### config.mk
export PLATFORM = sky130hd
export DESIGN_NAME = icc_chunk_framer
export DESIGN_NICKNAME = d
export VERILOG_FILES = /design/src/design/icc_pkg.sv /design/src/design/icc_chunk_framer.sv
export SDC_FILE = /design/constraint.sdc
export NUM_CORES = 1
export LEC_CHECK = 0
export ABC_AREA = 1
export BUFFER_PORTS_ARGS = -buffer_cell sky130_fd_sc_hd__buf_2
export CORE_MARGIN = 1
export CORE_UTILIZATION = 45
export CTS_CLUSTER_DIAMETER = 80
export DETAILED_ROUTE_END_ITERATION = 10
export PLACE_DENSITY_LB_ADDON = 0.2
export RECOVER_POWER = 100
export SKIP_CTS_REPAIR_TIMING = 1
export SLEW_MARGIN = 20
export SYNTH_ARGS = -nofsm -noshare
export SYNTH_HDL_FRONTEND = slang
export SYNTH_SLANG_ARGS = --single-unit
### constraint.sdc
create_clock -name i_mclk -period 5.8 [get_ports i_mclk]
set_input_delay 1.16 -clock i_mclk [delete_from_list [all_inputs] [get_ports i_mclk]]
set_output_delay 1.16 -clock i_mclk [all_outputs]
set_load 0.1 [all_outputs]
### src/design/icc_pkg.sv
// Purpose: Shared constants and types for the image chunk framer
// Assumes: 32-bit register and stream words
// Notes:   Chunk identifiers are arbitrary values
package icc_pkg;

  localparam int unsigned CNT_WIDTH = 32;

  // Register byte offsets
  localparam logic [7:0] OFS_GLOBAL    = 8'h00;
  localparam logic [7:0] OFS_ITEM_SEL  = 8'h04;
  localparam logic [7:0] OFS_ITEM_ON   = 8'h08;
  localparam logic [7:0] OFS_SLOT_SEL  = 8'h0C;
  localparam logic [7:0] OFS_INC_SRC   = 8'h10;
  localparam logic [7:0] OFS_CLR_SRC   = 8'h14;
  localparam logic [7:0] OFS_CLR_CMD   = 8'h18;
  localparam logic [7:0] OFS_TALLY     = 8'h1C;
  localparam logic [7:0] OFS_TRIG_FN   = 8'h20;
  localparam logic [7:0] OFS_LAST_CRC  = 8'h24;

  // Item selector codes
  localparam logic [1:0] ITEM_TRIG = 2'h0;
  localparam logic [1:0] ITEM_CRC  = 2'h1;

  // Tally slot codes
  localparam logic [1:0] TRIG_TALLY_SLOT  = 2'h1;
  localparam logic [1:0] FRAME_TALLY_SLOT = 2'h2;

  // Increment source codes
  localparam logic [1:0] SRC_EXT_ACQ_TRIGGER = 2'h1;
  localparam logic [1:0] SRC_EXPOSURE_BEGIN  = 2'h2;

  // Clear source codes
  localparam logic [1:0] CLR_OFF     = 2'h0;
  localparam logic [1:0] CLR_PIN_ONE = 2'h1;
  localparam logic [1:0] CLR_SOFT    = 2'h2;

  // Chunk identifiers, arbitrary values
  localparam logic [31:0] ID_IMAGE = 32'hC0DE0001;
  localparam logic [31:0] ID_TRIG  = 32'hC0DE0002;
  localparam logic [31:0] ID_CRC   = 32'hC0DE0003;

  localparam logic [31:0] LEN_WORD_CHUNK = 32'h00000004;
  localparam logic [31:0] BYTES_PER_BEAT = 32'h00000004;
  localparam logic [31:0] ZERO_WORD      = 32'h00000000;

  // CRC-16 X-modem
  localparam logic [15:0] CRC_POLY = 16'h1021;
  localparam logic [15:0] CRC_INIT = 16'h0000;

  typedef struct packed {
    logic [31:0] data;
    logic        last;
  } icc_beat_t;

  typedef enum logic [3:0] {
    ST_PAYLOAD,
    ST_IMG_ID,
    ST_IMG_LEN,
    ST_TRG_VAL,
    ST_TRG_ID,
    ST_TRG_LEN,
    ST_CRC_VAL,
    ST_CRC_ID,
    ST_CRC_LEN
  } icc_state_t;

endpackage

### src/design/icc_chunk_framer.sv
// Purpose: Frame and trigger tallies with metadata chunks and CRC-16
// Assumes: Events are one-cycle pulses on i_mclk; input_pin_one is async
// Notes:   Payload passes at most one beat every two cycles
//
// Our own choices: register access over Avalon-MM and the placing of the registers.
`timescale 1ns/100ps

module icc_chunk_framer
  import icc_pkg::*;
#(
  parameter int unsigned TALLY_W = CNT_WIDTH
) (
  input  wire logic        i_mclk,
  input  wire logic        i_rst_n,
  // Avalon-MM slave
  input  wire logic [7:0]  i_address,
  input  wire logic        i_read,
  input  wire logic        i_write,
  input  wire logic [31:0] i_writedata,
  output logic      [31:0] o_readdata,
  output logic             o_waitrequest,
  // Acquisition events
  input  wire logic        i_exposure_begin_event,
  input  wire logic        i_external_acq_trigger_event,
  input  wire logic        i_input_pin_one,
  // Image payload in
  input  wire icc_beat_t   i_img,
  input  wire logic        i_img_valid,
  output logic             o_img_ready,
  // Image with chunks out
  output icc_beat_t        o_out,
  output logic             o_out_valid,
  input  wire logic        i_out_ready
);

  // Narrower tallies let a test reach the wrap without billions of events
  if (TALLY_W < 1 || TALLY_W > CNT_WIDTH) begin : g_width_check
    $error("TALLY_W must lie between 1 and CNT_WIDTH");
  end

  ////////////////////////////////////////////////////////////////////////////
  // Configuration state

  logic                metadata_append_global_on_reg;
  logic [1:0]          metadata_item_select_reg;
  logic                trig_item_on_reg;
  logic                crc_item_on_reg;
  logic [1:0]          tally_slot_select_reg;
  logic [1:0]          tally_clear_source_reg [2];
  logic                trig_function_on_reg;
  logic [15:0]         last_crc_reg;
  logic [TALLY_W-1:0]  tally_reg [2];
  logic [31:0]         tally_word [2];

  logic        bus_req;
  logic        wr_take;
  logic        slot_idx;
  logic [1:0]  soft_clear;

  assign bus_req  = i_read | i_write;
  assign wr_take  = i_write & ~o_waitrequest;
  assign slot_idx = (tally_slot_select_reg == FRAME_TALLY_SLOT);

  ////////////////////////////////////////////////////////////////////////////
  // Bus handshake: one wait cycle, then the answer
  // Read data loads in the wait cycle so it stands at the accepting edge

  always_ff @(posedge i_mclk or negedge i_rst_n) begin
    if (!i_rst_n) begin
      o_waitrequest <= 1'b1;
    end else begin
      o_waitrequest <= ~(bus_req & o_waitrequest);
    end
  end

  always_ff @(posedge i_mclk or negedge i_rst_n) begin
    if (!i_rst_n) begin
      o_readdata <= ZERO_WORD;
    end else if (i_read & o_waitrequest) begin
      unique case (i_address)
        OFS_GLOBAL:   o_readdata <= {31'h0, metadata_append_global_on_reg};
        OFS_ITEM_SEL: o_readdata <= {30'h0, metadata_item_select_reg};
        OFS_ITEM_ON:  o_readdata <= {31'h0,
          (metadata_item_select_reg == ITEM_TRIG) ? trig_item_on_reg :
          (metadata_item_select_reg == ITEM_CRC)  ? crc_item_on_reg : 1'b0};
        OFS_SLOT_SEL: o_readdata <= {30'h0, tally_slot_select_reg};
        OFS_INC_SRC:  o_readdata <= {30'h0, slot_idx ?
                        SRC_EXPOSURE_BEGIN : SRC_EXT_ACQ_TRIGGER};
        OFS_CLR_SRC:  o_readdata <= {30'h0, tally_clear_source_reg[slot_idx]};
        OFS_TALLY:    o_readdata <= (!slot_idx && !trig_function_on_reg) ?
                        ZERO_WORD : tally_word[slot_idx];
        OFS_TRIG_FN:  o_readdata <= {31'h0, trig_function_on_reg};
        OFS_LAST_CRC: o_readdata <= {16'h0, last_crc_reg};
        default:      o_readdata <= ZERO_WORD;
      endcase
    end
  end

  always_ff @(posedge i_mclk or negedge i_rst_n) begin
    if (!i_rst_n) begin
      metadata_append_global_on_reg <= 1'b0;
      metadata_item_select_reg      <= ITEM_TRIG;
      trig_item_on_reg              <= 1'b0;
      crc_item_on_reg               <= 1'b0;
      tally_slot_select_reg         <= TRIG_TALLY_SLOT;
      trig_function_on_reg          <= 1'b0;
      tally_clear_source_reg[0]     <= CLR_OFF;
      tally_clear_source_reg[1]     <= CLR_OFF;
    end else if (wr_take) begin
      unique case (i_address)
        OFS_GLOBAL: begin
          metadata_append_global_on_reg <= i_writedata[0];
          if (!i_writedata[0]) begin
            trig_item_on_reg <= 1'b0;
            crc_item_on_reg  <= 1'b0;
          end
        end
        OFS_ITEM_SEL: metadata_item_select_reg <= i_writedata[1:0];
        OFS_ITEM_ON: begin
          // Writes are dropped while global mode is off
          if (metadata_append_global_on_reg) begin
            if (metadata_item_select_reg == ITEM_TRIG) begin
              trig_item_on_reg <= i_writedata[0];
            end
            if (metadata_item_select_reg == ITEM_CRC) begin
              crc_item_on_reg <= i_writedata[0];
            end
          end
        end
        // Selector values outside the two slots are ignored
        OFS_SLOT_SEL: begin
          if (i_writedata[1:0] == TRIG_TALLY_SLOT ||
              i_writedata[1:0] == FRAME_TALLY_SLOT) begin
            tally_slot_select_reg <= i_writedata[1:0];
          end
        end
        OFS_CLR_SRC: begin
          if (i_writedata[1:0] != 2'h3) begin
            tally_clear_source_reg[slot_idx] <= i_writedata[1:0];
          end
        end
        OFS_TRIG_FN: trig_function_on_reg <= i_writedata[0];
        default: ;
      endcase
    end
  end

  ////////////////////////////////////////////////////////////////////////////
  // Pin one synchroniser and edge detect
  // The first flop feeds only the second; the third holds the second's previous level for the edge detect

  logic pin_meta_reg;
  logic pin_sync_reg;
  logic pin_prev_reg;
  logic pin_rise;

  always_ff @(posedge i_mclk or negedge i_rst_n) begin
    if (!i_rst_n) begin
      pin_meta_reg <= 1'b0;
      pin_sync_reg <= 1'b0;
      pin_prev_reg <= 1'b0;
    end else begin
      pin_meta_reg <= i_input_pin_one;
      pin_sync_reg <= pin_meta_reg;
      pin_prev_reg <= pin_sync_reg;
    end
  end

  assign pin_rise = pin_sync_reg & ~pin_prev_reg;

  ////////////////////////////////////////////////////////////////////////////
  // Tallies: index 0 is the trigger slot, index 1 the frame slot

  logic [1:0] tally_inc;

  assign tally_inc[0] = i_external_acq_trigger_event &
                        trig_function_on_reg;
  assign tally_inc[1] = i_exposure_begin_event;

  for (genvar k = 0; k < 2; k++) begin : g_tally
    logic clear;
    // Narrow tallies are read back and snapshot as zero-extended words
    assign tally_word[k] = 32'(tally_reg[k]);
    assign soft_clear[k] = wr_take && (i_address == OFS_CLR_CMD) &&
                           (slot_idx == k) &&
                           (tally_clear_source_reg[k] == CLR_SOFT);
    // Clear beats a same-cycle increment
    assign clear = soft_clear[k] ||
                   (pin_rise &&
                    tally_clear_source_reg[k] == CLR_PIN_ONE);

    always_ff @(posedge i_mclk or negedge i_rst_n) begin
      if (!i_rst_n) begin
        tally_reg[k] <= '0;
      end else if (clear) begin
        tally_reg[k] <= '0;
      end else if (tally_inc[k]) begin
        // Natural wrap to zero after the maximum
        tally_reg[k] <= tally_reg[k] + 1'b1;
      end
    end
  end

  ////////////////////////////////////////////////////////////////////////////
  // Chunk framer

  function automatic logic [15:0] crc_word(input logic [15:0] crc,
                                           input logic [31:0] d);
    logic [15:0] c;
    logic        fb;
    c = crc;
    for (int b = 31; b >= 0; b--) begin
      fb = c[15] ^ d[b];
      c  = {c[14:0], 1'b0} ^ (fb ? CRC_POLY : 16'h0000);
    end
    return c;
  endfunction

  icc_state_t  state_reg;
  icc_state_t  state_next;
  logic [31:0] img_bytes_reg;
  logic [15:0] crc_reg;
  logic [31:0] trig_snap_reg;
  logic        add_trig_reg;
  logic        add_crc_reg;
  logic        take_in;
  logic        emit;
  logic        out_free;
  logic        valid_next;
  icc_beat_t   beat;

  assign out_free = ~o_out_valid | i_out_ready;
  assign take_in  = o_img_ready & i_img_valid;
  assign emit     = (state_reg != ST_PAYLOAD) & out_free;

  always_comb begin
    beat       = '{data: ZERO_WORD, last: 1'b0};
    state_next = state_reg;
    if (take_in) begin
      beat.data = i_img.data;
      beat.last = i_img.last & ~metadata_append_global_on_reg;
      if (i_img.last && metadata_append_global_on_reg) begin
        state_next = ST_IMG_ID;
      end
    end else if (emit) begin
      unique case (state_reg)
        ST_IMG_ID: begin
          beat.data  = ID_IMAGE;
          state_next = ST_IMG_LEN;
        end
        ST_IMG_LEN: begin
          beat.data  = img_bytes_reg;
          beat.last  = ~add_trig_reg & ~add_crc_reg;
          state_next = add_trig_reg ? ST_TRG_VAL :
                       add_crc_reg  ? ST_CRC_VAL : ST_PAYLOAD;
        end
        ST_TRG_VAL: begin
          beat.data  = trig_snap_reg;
          state_next = ST_TRG_ID;
        end
        ST_TRG_ID: begin
          beat.data  = ID_TRIG;
          state_next = ST_TRG_LEN;
        end
        ST_TRG_LEN: begin
          beat.data  = LEN_WORD_CHUNK;
          beat.last  = ~add_crc_reg;
          state_next = add_crc_reg ? ST_CRC_VAL : ST_PAYLOAD;
        end
        ST_CRC_VAL: begin
          beat.data  = {16'h0000, crc_reg};
          state_next = ST_CRC_ID;
        end
        ST_CRC_ID: begin
          beat.data  = ID_CRC;
          state_next = ST_CRC_LEN;
        end
        ST_CRC_LEN: begin
          beat.data  = LEN_WORD_CHUNK;
          beat.last  = 1'b1;
          state_next = ST_PAYLOAD;
        end
        default: ;
      endcase
    end
  end

  assign valid_next = take_in | emit | (o_out_valid & ~i_out_ready);

  always_ff @(posedge i_mclk or negedge i_rst_n) begin
    if (!i_rst_n) begin
      state_reg   <= ST_PAYLOAD;
      o_out_valid <= 1'b0;
      o_out       <= '{data: ZERO_WORD, last: 1'b0};
      o_img_ready <= 1'b0;
    end else begin
      state_reg   <= state_next;
      o_out_valid <= valid_next;
      if (take_in | emit) begin
        o_out <= beat;
      end
      // Ready only when the output stage will be empty; halves throughput
      // but keeps every output straight from a flip-flop
      o_img_ready <= (state_next == ST_PAYLOAD) & ~valid_next;
    end
  end

  // Trailer contents fixed at the end of the payload
  always_ff @(posedge i_mclk or negedge i_rst_n) begin
    if (!i_rst_n) begin
      add_trig_reg  <= 1'b0;
      add_crc_reg   <= 1'b0;
      trig_snap_reg <= ZERO_WORD;
    end else if (take_in && i_img.last) begin
      add_trig_reg  <= metadata_append_global_on_reg & trig_item_on_reg &
                       trig_function_on_reg;
      add_crc_reg   <= metadata_append_global_on_reg &
                       crc_item_on_reg;
      trig_snap_reg <= tally_word[0];
    end
  end

  always_ff @(posedge i_mclk or negedge i_rst_n) begin
    if (!i_rst_n) begin
      img_bytes_reg <= ZERO_WORD;
    end else if (emit && state_reg == ST_IMG_LEN) begin
      img_bytes_reg <= ZERO_WORD;
    end else if (take_in) begin
      img_bytes_reg <= img_bytes_reg + BYTES_PER_BEAT;
    end
  end

  // Every word ahead of the checksum word is folded in
  always_ff @(posedge i_mclk or negedge i_rst_n) begin
    if (!i_rst_n) begin
      crc_reg      <= CRC_INIT;
      last_crc_reg <= CRC_INIT;
    end else if ((take_in | emit) && beat.last) begin
      crc_reg <= CRC_INIT;
    end else if (emit && state_reg == ST_CRC_VAL) begin
      last_crc_reg <= crc_reg;
    end else if (take_in | (emit & (state_reg != ST_CRC_ID))) begin
      crc_reg <= crc_word(crc_reg, beat.data);
    end
  end

endmodule

## Word level (Yosys, flattened, before mapping)

Cells that the tools add are included.

| operators by class | value |
|---|---|
| add/sub/neg operators | 3 |
| order comparisons | 2 |
| equality and inequality tests | 32 |
| multiplexer cells | 72 |
| bitwise gates (word level) | 96 |
| reductions and logical operators | 38 |

Operators by type and width:

| operator | number |
|---|---|
| $xor A16 B13 Y16 | 32 |
| $mux W13 | 32 |
| $mux W32 | 10 |
| $pmux W32 S9 | 1 |
| $pmux W32 S7 | 1 |
| $mux W33 | 2 |
| $add A32 B1 Y32 const B | 2 |
| $mux W16 | 3 |
| $add A32 B3 Y32 const B | 1 |
| $eq A8 B5 Y1 const B | 4 |
| $pmux W4 S8 | 1 |
| $xor A1 B1 Y1 | 32 |
| $eq A4 B3 Y1 const B | 4 |
| $eq A8 B4 Y1 const B | 2 |
| $eq A8 B6 Y1 const B | 2 |
| $mux W4 | 4 |
| $and A1 B1 Y1 | 15 |
| $logic_and A1 B1 Y1 | 14 |
| $ne A2 B2 Y1 const B | 6 |
| $not A1 Y1 | 11 |
| $mux W2 | 5 |
| $reduce_and A2 Y1 | 5 |
| $reduce_and A5 Y1 | 2 |
| $reduce_bool A2 Y1 | 5 |
| 25 further kinds | 47 |

| word-level totals | value |
|---|---|
| bits in registers | 249 |
| logic and storage cells | 269 |

## Depth between registers and ports, before layout

Gate-level depths: netlist of the first run.

| logic depth | value |
|---|---|
| word-level depth | 104 |
| gate-level depth with buffers | 29 |
| gate-level depth less buffers | 29 |

## Worst setup path after synthesis of the first run

No wires, ideal clock.

| timing | value |
|---|---|
| kind | input port to flip-flop |
| start point | input i_img_valid |
| end point | register img_bytes_reg[30] |
| data arrival time | 3.347 ns |
| required time | 5.677 ns |
| path slack | 2.329 ns |
| stages | 16 |
| cell sequence | nand2_1 inv_1 buf_2 buf_4 buf_2 nand2_1 nor4_1 nand4_1 nor2_1 nand2_1 inv_1 nand2_1 nor3b_1 nand2_1 o21ai_0 a21oi_1 |

| between the ends | value |
|---|---|
| cells in the longest elaborated chain, start to end | 2 |

RTL lines:

| element | RTL line | RTL |
|---|---|---|
| start: declaration | icc_chunk_framer.sv:28 | `input wire logic i_img_valid,` |
| $and A1 B1 Y1 | icc_chunk_framer.sv:233 | `assign take_in = o_img_ready & i_img_valid;` |
| $reduce_bool A2 Y1 (no source line) | n/a |  |
| end signal: assignment | icc_chunk_framer.sv:329 | `img_bytes_reg <= img_bytes_reg + BYTES_PER_BEAT;` |
| end: declaration | icc_chunk_framer.sv:221 | `logic [31:0] img_bytes_reg;` |

Every way passes these cells.
A chain may end at the register's enable or synchronous reset.

## Worst setup path in the final report of the first run

| timing | value |
|---|---|
| start point | input i_img_valid |
| end point | register crc_reg[7] |

| between the ends | value |
|---|---|
| cells in the longest elaborated chain, start to end | 52 |
| elaborated cells between the ends (all ways) | 87 |

RTL lines:

| element | RTL line | RTL |
|---|---|---|
| $and A1 B1 Y1 (*) | icc_chunk_framer.sv:233 |  |
| $mux W33 | icc_chunk_framer.sv:239 | `if (take_in) begin` |
| $xor A1 B1 Y1 | icc_chunk_framer.sv:213 | `fb = c[15] ^ d[b];` |
| $mux W13 | icc_chunk_framer.sv:214 | `c = {c[14:0], 1'b0} ^ (fb ? CRC_POLY : 16'h0000);` |
| $xor A16 B13 Y16 (4 in series) | icc_chunk_framer.sv:214 |  |
| $xor A1 B1 Y1 | icc_chunk_framer.sv:213 |  |
| $mux W13 | icc_chunk_framer.sv:214 |  |
| $xor A16 B13 Y16 (4 in series) | icc_chunk_framer.sv:214 |  |
| (+25 left out) | n/a |  |
| $mux W13 | icc_chunk_framer.sv:214 |  |
| $xor A16 B13 Y16 (4 in series) | icc_chunk_framer.sv:214 |  |
| $xor A1 B1 Y1 | icc_chunk_framer.sv:213 |  |
| $mux W13 | icc_chunk_framer.sv:214 |  |
| $xor A16 B13 Y16 (3 in series) | icc_chunk_framer.sv:214 |  |
| $mux W16 | icc_chunk_framer.sv:342 | `end else if (take_in \| (emit & (state_reg != ST_CRC_ID))) begin` |
| $mux W16 | icc_chunk_framer.sv:340 | `end else if (emit && state_reg == ST_CRC_VAL) begin` |
| $mux W16 | icc_chunk_framer.sv:338 | `end else if ((take_in \| emit) && beat.last) begin` |
| end signal: assignment | icc_chunk_framer.sv:343 | `crc_reg <= crc_word(crc_reg, beat.data);` |
| end: declaration | icc_chunk_framer.sv:222 | `logic [15:0] crc_reg;` |

Mark *: on every way between the ends. The rest lies on a longest branch, timed or not. The select of a mux whose other input is x is not followed.

==> metrics.md, run 1 <==
| Metric | Value |
|---|---|
| Cells after synthesis | 1,912 |
| XOR/XNOR Fraction of Synth Area | 0.7416% |
| Max-cap violations | 4 |
| Vias per inst | 5.479 |
| Max transition margin | -105.4% |
| Area taken by multi-input logic gates | 0.006673 mm^2 |
| Synth top area share | 43.78% |
| Mapped Nets | 1,998 |
| Die Area | 0.03183 mm^2 |
| Arr. time, crit path | 5.29 ns |
| Portion of netlist area occupied by mux cells | 0% |
| Placed Cells | 2,388 |
| Post-synthesis cell type count | 54 |
| Final Hold Violating Endpoints | 0 |
| Complex-gate fraction of the synthesized area | 13.13% |
| Syn Std Cell Area | 0.01400 mm^2 |
| Vias | 13,379 |
| Vias in the first global route | 12,130 |
| Post-synthesis sequential area ratio | 44.16% |
| Cell Pwr Density | 682.3 mW/mm^2 |
| DRT iter0 DRCs | 992 |
| I/O Pins | 150 |
| Synth area leaders | dfrtp_1, nand2_1, inv_1 |
| Max-slew violations | 240 |
| Deepest clock path buffer count | 3 |
| Number of H-tree levels | 1 |
| # rows | 64 |
| Violated checks | capacitance limit, slew limit |
| Fillcell total | 3,074 |
| PnR worst setup slack | 0.9655 ns |
| # clock sinks | 247 |
| Die height | 178.4 um |
| Adder-cell share of the synthesized area | 0.3574% |
| Drt pass-1 iters | 5 |
| Status | finished with violations |
| Layout Skew | 0.01859 ns |
| Final min period | 4.835 ns |
| R2R setup slack | 1.29 ns |
| Final Cycle Share | 83.35% |
| CTS clk-pin slew, worst paths | 0.06 ns |
| FF+latch area | 0.006183 mm^2 |
| Hold Path Class | register to register |
| Hold Path Sink | pin_sync_reg |
| Largest net degree at the start of global routing | 117 |
| Total Power | 10.81 mW |
| Yosys synthesis warning count | 0 |
| # setup viols final | 0 |
| Total GRT Usage | 28.18% |
| Final WL | 43,960 um |
| Initial antenna violation count | 0 |
| Routability Congestion | 0.9578 |
| Post-synth EDFFs | 0 |
| PortBufs | 119 |
| CORE AREA | 0.03059 mm^2 |
| CP required | 6.25 ns |
| Setup TNS Final | 0 ns |
| Clock latency on the worst-skew pair | 0.57 ns |
| Dpl ws | 1.388 ns |
| Critical path class | primary input to register |
| CTS tree | done |
| Async SR Flop Fraction | 100.0% |
| Dpl hpwl | 33,470 um |
| RSZ-0062 raised after global routing | false |
| Die width | 178.4 um |
| Initial Util | 45.78% |
| Worst Setup End Kind | register |
| HP Start | pin_meta_reg |
| Max Clk Rate | 0.2068 GHz |
| Startpoint Class | primary input |
| #FFs+latches synth | 247 |
| Critical path peak fanout | 29 |
| Routed len/inst | 18.00 um |
| Synth cell count leaders | nand2_1, dfrtp_1, inv_1, o21ai_0, nand3_1 |
| Layout cells sized above 1 | 10.70% |
| Layout Cells excl Fill | 2,442 |
| # DRC | 0 |
| Root Driver | clkbuf_16 |
| R2r worst-path depth | 24 |
| Antenna Cells | 0 |
| Fin nets | 2,109 |
| P_leak | 7.594 nW |
| Largest family of logic cells by synthesized area | simple AND/OR/NAND/NOR gates |
| Reg2reg end | crc_reg[7] |
| Post-synth top flop | dfrtp_1 |
| Top-count cell post-synth | nand2_1 |
| Remaining antenna violation count after routing | 0 |
| Global-route wire length before repair | 68,610 um |
| Synth-to-layout area growth | 13.12% |
| Worst vdd ir | 0.3712 mV |
| Simple-gate share of the synthesized area | 33.68% |
| Number of CTS-inserted buffers | 29 |
| Mean Syn Cell Area | 7.324 um^2 |
| Worst Tran Pin Value | 3.081 ns |
| Synth area leader | dfrtp_1 |
| Overflow after GRT | 0 |
| Max reg flops | 64 |
| Reg2reg start | o_img_ready |
| Hold depth | 0 |
[power breakdown]
group	internal (mW)	leakage, nW	switching [mW]	total (mW)
Combinational	1.70	3.80	4.84	6.54
Sequential	2.07	3.29	0.256	2.32
Clock	1.19	0.502	0.754	1.95
[area by class of cell]
type | count | area share [%]
Multi-Input combinational cell | 1380 | 42.12
Clock buffer | 42 | 5.332
Tap cell | 396 | 3.128
Inverter | 233 | 5.529
Clock inverter | 12 | 1.161
Sequential cell | 247 | 39.04
Timing Repair Buffer | 132 | 3.689
[layout by cell type, fill, tap and decap left out, drive strengths merged]
cell type	Yosys	layout
a21oi	76	76
nor4	15	15
nand2	658	658
ha	4	4
bufinv	0	4
clkinv	2	6
o22ai	9	9
o21ai	168	168
a221oi	10	10
nor2	114	114
nor3b	2	2
dfrtp	245	245
xor2	6	6
nand3	157	157
a21o	4	4
o221ai	5	5
nand3b	5	5
and3	2	2
a31oi	4	4
a2111oi	2	2
or2	9	9
o211a	1	1
o211ai	17	17
a32oi	1	1
a22oi	4	4
inv	231	233
clkinvlp	0	2
a211oi	10	10
clkbuf	36	118
dfstp	2	2
a311oi	1	1
nor3	57	57
xnor2	5	5
o221a	1	1
o311ai	1	1
o21a	8	8
buf	16	56
nand4	24	24
[worst max-delay path: stages]
cell and delay [ns]:
buf_2 0.08, nand2_1 0.06, inv_1 0.21, clkbuf_1 1.17, nand2_1 0.45, nand2_2 0.19
nand2_2 0.09, nand2_4 0.11, nand2_4 0.06, nand2_2 0.11, nand2_2 0.08, nand2_1 0.18
nand2_1 0.09, nand2_2 0.11, nand2_1 0.06, nand2_1 0.23, nand2_2 0.11, nand2_2 0.13
nand2_2 0.06, nand2_2 0.13, inv_2 0.06, nand2_1 0.10, nand3_1 0.08, nand3_1 0.09
nand2_1 0.06
[kinds of logic (layout without fill, tap and decap cells)]
logic type                 after synthesis  after routing
and+or+nand+nor                       1043           1043
AOI/OAI and AO/OA                      322            322
buffers and inverters                  285            419
DFF                                    247            247
xor gates and xnor gates                11             11
adders and majority gates                4              4
[layer usage]
layer	vias up	track usage, %	routed length (um)
met5	-	0	0
met4	0	6.285	895
met3	50	3.005	3486
met2	517	42.68	19090
met1	6331	42.95	20500
li1	6481	-	-
[metrics by stage]
stage               hold slack [ns]  utilization [%]  area, um^2
detailed placement           0.3426            48.96       14980
floorplan                    0.3312                -       14000
global route                 0.3601            51.78       15840
global placement             0.3418            48.96       14980
CTS                          0.3531            52.32       16010
finish                       0.3525            51.78       15840
[worst max path at each step]
| stage | slack [ns] | cells after the start | startpoint | endpoint |
|---|---|---|---|---|
| 3_3_place_gp | 1.47 | 14 | i_img_valid | crc_reg[7] |
| 3_5_place_dp | 1.39 | 14 | i_img_valid | crc_reg[2] |
| 2_1_floorplan | 2.33 | 16 | i_img_valid | img_bytes_reg[30] |
| 5_1_grt | 0.71 | 25 | i_img_valid | crc_reg[5] |
| 6_report | 0.97 | 25 | i_img_valid | crc_reg[7] |
| 4_1_cts | 1.76 | 12 | state_reg[3] | crc_reg[2] |
No activity file was read; power rests on OpenSTA's default activity.
==> run 2: changes to the inputs <==
==> constraint.sdc (replaced) <==
create_clock -name i_mclk -period 4.6 [get_ports i_mclk]
set_input_delay 0.92 -clock i_mclk [delete_from_list [all_inputs] [get_ports i_mclk]]
set_output_delay 0.92 -clock i_mclk [all_outputs]
set_load 0.1 [all_outputs]
==> run 2 against run 1 <==
The run still ends with capacitance limit, slew limit left. Utilization decreased by 0.43 points. Largest cell class unchanged. Final cell count up 0.12%. Register-to-register slack got worse by 0.78 ns.
==> metrics.md, run 2 (synthesis results as in run 1) <==
| Metric | Value |
|---|---|
| Status | finished with violations |
| Violated checks | capacitance limit, slew limit |
| Antenna Cells | 0 (unchanged) |
| Startpoint Class | register |
| Dpl hpwl | 33,380 um (-0.27%) |
| Worst Setup SP | state_reg[3] |
| # clock sinks | 247 (unchanged) |
| Vias | 13,437 (+0.43%) |
| HP Start | pin_meta_reg |
| Vias per inst | 5.496 (+0.31%) |
| Overflow after GRT | 0 (unchanged) |
| Root Driver | clkbuf_16 |
| CTS clk-pin slew, worst paths | 0.06 ns (about the same) |
| Worst setup path end | crc_reg[2] |
| CORE AREA | 0.03059 mm^2 (unchanged) |
| Worst Setup End Kind | register |
| Final Cycle Share | 88.92% |
| PortBufs | 119 (unchanged) |
| Hold slack | 0.3530 ns (+0.0005180 ns) |
| Number of H-tree levels | 1 (unchanged) |
| Cell Pwr Density | 850.0 mW/mm^2 (+25%) |
| Drt pass-1 iters | 5 (unchanged) |
| Grt met1 use | 40.71% (-2.2 points) |
| Routability Congestion | 0.9439 (-1.5%) |
| Largest net degree at the start of global routing | 121 (+3.4%) |
| GRT Max-Usage Layer | met2 |
| CP required | 5.06 ns (-1.19 ns) |
| Die width | 178.4 um (unchanged) |
| R2R setup slack | 0.51 ns (-0.78 ns) |
| Hold Path Class | register to register |
| Initial antenna violation count | 0 (unchanged) |
| Final WL | 43,870 um (-0.22%) |
| Clock latency on the worst-skew pair | 0.55 ns (-0.02 ns) |
| R2r worst-path depth | 13 (-46%) |
| Final min period | 4.090 ns |
| Grt met3 use | 4.177% (+1.2 points) |
| Total GRT Usage | 28.11% (-0.065 points) |
| Worst vdd ir | 0.6264 mV (+69%) |
| Global-route wire length before repair | 68,550 um (about the same) |
| Setup TNS Final | 0 ns (unchanged) |
| Area taken by multi-input logic gates | 0.006684 mm^2 (+0.17%) |
| DRT iter0 DRCs | 1,062 (+7.1%) |
| Die height | 178.4 um (unchanged) |
| Fin nets | 2,113 (+0.19%) |
| Critical path peak fanout | 33 (+14%) |
| Commonest non-fill, non-tap cell in the layout | nand2_1 |
| Remaining antenna violation count after routing | 0 (unchanged) |
| Max-slew violations | 213 (-11%) |
| Final Hold Violating Endpoints | 0 (unchanged) |
| Met2 track demand over resource | 43.96% (+1.3 points) |
| Critical path class | register to register |
| Reg2reg start | state_reg[3] |
| RSZ-0062 raised after global routing | false |
| Reg2reg end | crc_reg[2] |
| FF+latch area | 0.006183 mm^2 (unchanged) |
| Synth-to-layout area growth | 12.18% |
| Fillcell total | 3,073 (-0.033%) |
| P_leak | 7.532 nW (-0.82%) |
| Layout cells sized above 1 | 10.25% (-0.45 points) |
| Arr. time, crit path | 4.55 ns (-0.74 ns) |
| I/O Pins | 150 (unchanged) |
| # rows | 64 (unchanged) |
| Max transition margin | -107.3% (-2.0 points) |
| Max-cap violations | 3 (-1) |
| Layout Skew | 0.01774 ns (-0.0008431 ns) |
| Initial Util | 45.78% (unchanged) |
| # setup viols final | 0 (unchanged) |
| Vias in the first global route | 12,515 (+3.2%) |
| CTS tree | done |
| Commonest non-fill, non-tap cells in the layout | nand2_1, dfrtp_1, inv_1 |
| Deepest clock path buffer count | 3 (unchanged) |
| Die Area | 0.03183 mm^2 (unchanged) |
| # DRC | 0 (unchanged) |
| Worst Tran Pin Value | 3.110 ns (+0.02944 ns) |
| Routed len/inst | 17.94 um (-0.34%) |
| Max reg flops | 64 (unchanged) |
| Max Clk Rate | 0.2445 GHz |
| Number of CTS-inserted buffers | 28 (-3.4%) |
==> run 2: cell count changes in the layout (fill, tap and decap cells not counted), moves of 2 or more <==
cell / change
clkbuf_1: +11
bufinv_16: -4
clkbuf_8: -3
clkinvlp_4: -2
nor2_1: +2
==> run 2: how the worst min path moves through the flow <==
stage	cells past startpoint	slack, ns	to
after floorplan	0	0.33	pin_sync_reg
after global placement	0	0.34	pin_sync_reg
after detailed placement	0	0.35	pin_sync_reg
after CTS	0	0.36	pin_sync_reg
after global routing	0	0.38	pin_sync_reg
final	0	0.35	pin_sync_reg
==> run 2: critical path, cell delays in order, from the launching register on <==
cell and delay (ns):
dfrtp_1 0.48, nor2_4 0.42, nand2_1 0.31, o311ai_0 0.46
a32oi_1 0.15, clkbuf_1 0.22, nand3_1 0.11, buf_4 0.32
nand2_1 0.32, inv_1 0.30, nand2_1 0.20, inv_1 0.34
nand3_1 0.22, o21ai_1 0.14
==> run 2: routing by layer <==
metal / up-vias / share of wire, %
met5: - / 0
li1: 6498 / -
met3: 71 / 7.9
met2: 495 / 44
met4: 0 / 2.3
met1: 6373 / 46
==> run 2: layout make-up <==
| cell class | instances | share of cell area [%] |
|---|---|---|
| multi-input cells | 1380 | 42.55 |
| flip-flops and latches | 247 | 39.36 |
| inverters | 233 | 5.575 |
| clock buffers | 46 | 5.145 |
| repair buffers | 137 | 3.951 |
| well taps | 396 | 3.154 |
| clock inverters | 6 | 0.2628 |
==> run 2: per-stage QoR <==
stage | util (%) | power (mW) | cells | instance area, um^2 | setup slack [ns]
after floorplan | - | 9.315 | 1912 | 14000 | 1.207
after global placement | 49.12 | 11.20 | 2393 | 15030 | 0.6001
after detailed placement | 49.12 | 11.28 | 2393 | 15030 | 0.5594
after CTS | 51.90 | 13.42 | 2445 | 15880 | 0.7194
after global routing | 51.35 | 14.37 | 2445 | 15710 | 0.2125
final | 51.35 | 13.35 | 2445 | 15710 | 0.5099
==> run 2: power by group <==
part           leakage, nW  switching [mW]  internal (mW)
Clock                0.417           0.905           1.19
Combinational         3.82            6.13           2.19
Sequential            3.29           0.319           2.61
==> run 3: changes to the inputs <==
--- a/config.mk
+++ b/config.mk
@@ -11,7 +11,7 @@
 export CORE_UTILIZATION = 45
 export CTS_CLUSTER_DIAMETER = 80
 export DETAILED_ROUTE_END_ITERATION = 10
-export PLACE_DENSITY_LB_ADDON = 0.2
+export PLACE_DENSITY = 0.73
 export RECOVER_POWER = 100
 export SKIP_CTS_REPAIR_TIMING = 1
 export SLEW_MARGIN = 20
==> run 3 against run 2 <==
The flow still finishes with violations (capacitance limit, slew limit). Die area did not move. Combinational power about the same. Routed wire length down 3.2%. Critical path type unchanged.
==> metrics.md, run 3 (synthesis results as in run 1) <==
| Metric | Value |
|---|---|
| CTS clk-pin slew, worst paths | 0.06 ns (about the same) |
| Arr. time, crit path | 4.49 ns (-0.06 ns) |
| Hold Path Class | register to register |
| Max transition margin | -120.9% (-14 points) |
| Layout Cells excl Fill | 2,443 (-0.082%) |
| Fillcell total | 3,031 (-1.4%) |
| CORE AREA | 0.03059 mm^2 (unchanged) |
| Placed Cells | 2,393 (unchanged) |
| CP required | 5.03 ns (-0.03 ns) |
| Violated checks | capacitance limit, slew limit |
| Initial Util | 45.78% (unchanged) |
| Routability Congestion | 0.9917 (+5.1%) |
| Largest net degree at the start of global routing | 130 (+7.4%) |
| Max-slew violations | 160 (-25%) |
| Startpoint Class | register |
| Status | finished with violations |
| I/O Pins | 150 (unchanged) |
| Layout Skew | 0.02622 ns (+0.008472 ns) |
| Sw Share | 54.10% (-1.0 points) |
| Drt pass-1 iters | 6 (+1) |
| RSZ-0062 raised after global routing | false |
| Max reg flops | 64 (unchanged) |
| Total GRT Usage | 26.98% (-1.1 points) |
| Setup TNS Final | 0 ns (unchanged) |
| Global-route wire length before repair | 66,670 um (-2.7%) |
| CTS tree | done |
| Die Area | 0.03183 mm^2 (unchanged) |
| Max Clk Rate | 0.2466 GHz (+0.85%) |
| Overflow after GRT | 0 (unchanged) |
| Worst path slowest cell | dfrtp_1 |
| Worst vdd ir | 0.5595 mV (-11%) |
| Final min period | 4.055 ns (-0.03467 ns) |
| Worst Setup End Kind | register |
| Vias in the first global route | 12,383 (-1.1%) |
| Cell Pwr Density | 858.7 mW/mm^2 (+1.0%) |
| Die width | 178.4 um (unchanged) |
| Clk pwr share | 17.3% (+1.6 points) |
| Deepest clock path buffer count | 3 (unchanged) |
| Initial antenna violation count | 0 (unchanged) |
| Max-cap violations | 3 (unchanged) |
| Vias | 13,445 (+0.060%) |
| Vias per inst | 5.503 (+0.14%) |
| Fin nets | 2,113 (unchanged) |
| Critical path class | register to register |
| Most numerous cell on the critical path | nand2_1 |
| Number of H-tree levels | 1 (unchanged) |
| Clock latency on the worst-skew pair | 0.55 ns (about the same) |
| P_leak | 7.589 nW (+0.76%) |
| Sw Pwr | 7.369 mW (+0.15%) |
| Hold slack | 0.3532 ns (+0.0001940 ns) |
| Slowest cell delay on critical path | 0.48 ns (about the same) |
| Critical path peak fanout | 16 (-52%) |
| Number of CTS-inserted buffers | 27 (-3.6%) |
| Commonest non-fill, non-tap cells in the layout | nand2_1, dfrtp_1, inv_1 |
| Final Cycle Share | 88.16% (-0.75 points) |
| # rows | 64 (unchanged) |
| # setup viols final | 0 (unchanged) |
| Root Driver | clkbuf_16 |
| Antenna Cells | 0 (unchanged) |
| Final WL | 42,440 um (-3.2%) |
| Remaining antenna violation count after routing | 0 (unchanged) |
| Internal power | 6.251 mW (+4.3%) |
| Reg power frac | 21.3% (-0.6 points) |
| # DRC | 0 (unchanged) |
| Combinational Power Share | 61.4% (-1.0 points) |
| DRT iter0 DRCs | 1,441 (+36%) |
| # clock sinks | 247 (unchanged) |
| Commonest non-fill, non-tap cell in the layout | nand2_1 |
| PortBufs | 119 (unchanged) |
| Worst Tran Pin Value | 3.314 ns (+0.2037 ns) |
| Die height | 178.4 um (unchanged) |
| Synth-to-layout area growth | 13.27% |
| Dpl hpwl | 32,130 um (-3.7%) |
| Layout cells sized above 1 | 10.41% (+0.16 points) |
| Routed len/inst | 17.37 um (-3.2%) |
| Final Hold Violating Endpoints | 0 (unchanged) |
## run 3: cell types whose count changed in the layout (fill, tap and decap cells not counted), sizes merged
cell	before	now
bufinv	0	5
clkinv	8	4
buf	57	62
clkinvlp	0	3
clkdlybuf4s25	0	1
clkbuf	126	114
## run 3: routing by layer
layer / vias to the layer above / wire, um / track usage, %
met5: - / 0 / 0
met4: 0 / 1079 / 7.380
met3: 67 / 3459 / 3.346
met2: 556 / 18760 / 42.18
met1: 6327 / 19150 / 39.20
li1: 6495 / - / -
## run 3: power groups by stage
| stage | sequential (mW) | combinational, mW | clock, mW |
|---|---|---|---|
| 6_report | 2.91 | 8.36 | 2.35 |
| 5_1_grt | 2.95 | 9.14 | 2.46 |
| 4_1_cts | 2.89 | 8.33 | 2.37 |
| 3_5_place_dp | 2.93 | 8.28 | 0 |
| 3_3_place_gp | 2.91 | 8.17 | 0 |
| 2_1_floorplan | 3.82 | 5.50 | 0 |
## run 3: layout make-up
class,instances,area [um^2],area share [%]
Multi-Input combinational cell,1380,6689,42.17
Timing Repair Buffer,138,664.4,4.189
Sequential cell,247,6183,38.98
Clock inverter,10,182.7,1.152
Inverter,233,875.8,5.522
Tap cell,396,495.5,3.124
Clock buffer,39,770.7,4.859
## run 3: worst paths after layout
kind                       slack [ns]            end  cells past startpoint    startpoint
max reg2reg                      0.54     crc_reg[7]                     27  state_reg[3]
max                              0.54     crc_reg[7]                     27  state_reg[3]
min                              0.35   pin_sync_reg                      0  pin_meta_reg
min in group asynchronous        1.71   add_trig_reg                      1       i_rst_n
max in group asynchronous        1.00  tally_reg[29]                      1       i_rst_n
min reg2reg                      0.35   pin_sync_reg                      0  pin_meta_reg
## run 3: per-stage QoR
stage                     util (%)  cell area [um^2]  power, mW  setup slack, ns
after global placement       49.12             15030      11.07           0.5425
final                        51.85             15860      13.62           0.5446
after global routing         51.85             15860      14.55           0.2312
after floorplan                  -             14000      9.315            1.207
after detailed placement     49.12             15030      11.21           0.5285
after CTS                    52.24             15980      13.59           0.7802
## run 3: critical path, delay by kind of cell (launching register included)
| kind | cells | cell delay [ns] |
|---|---|---|
| buffers and inverters | 5 | 0.89 |
| DFF | 1 | 0.48 |
| and+or+nand+nor | 22 | 2.56 |
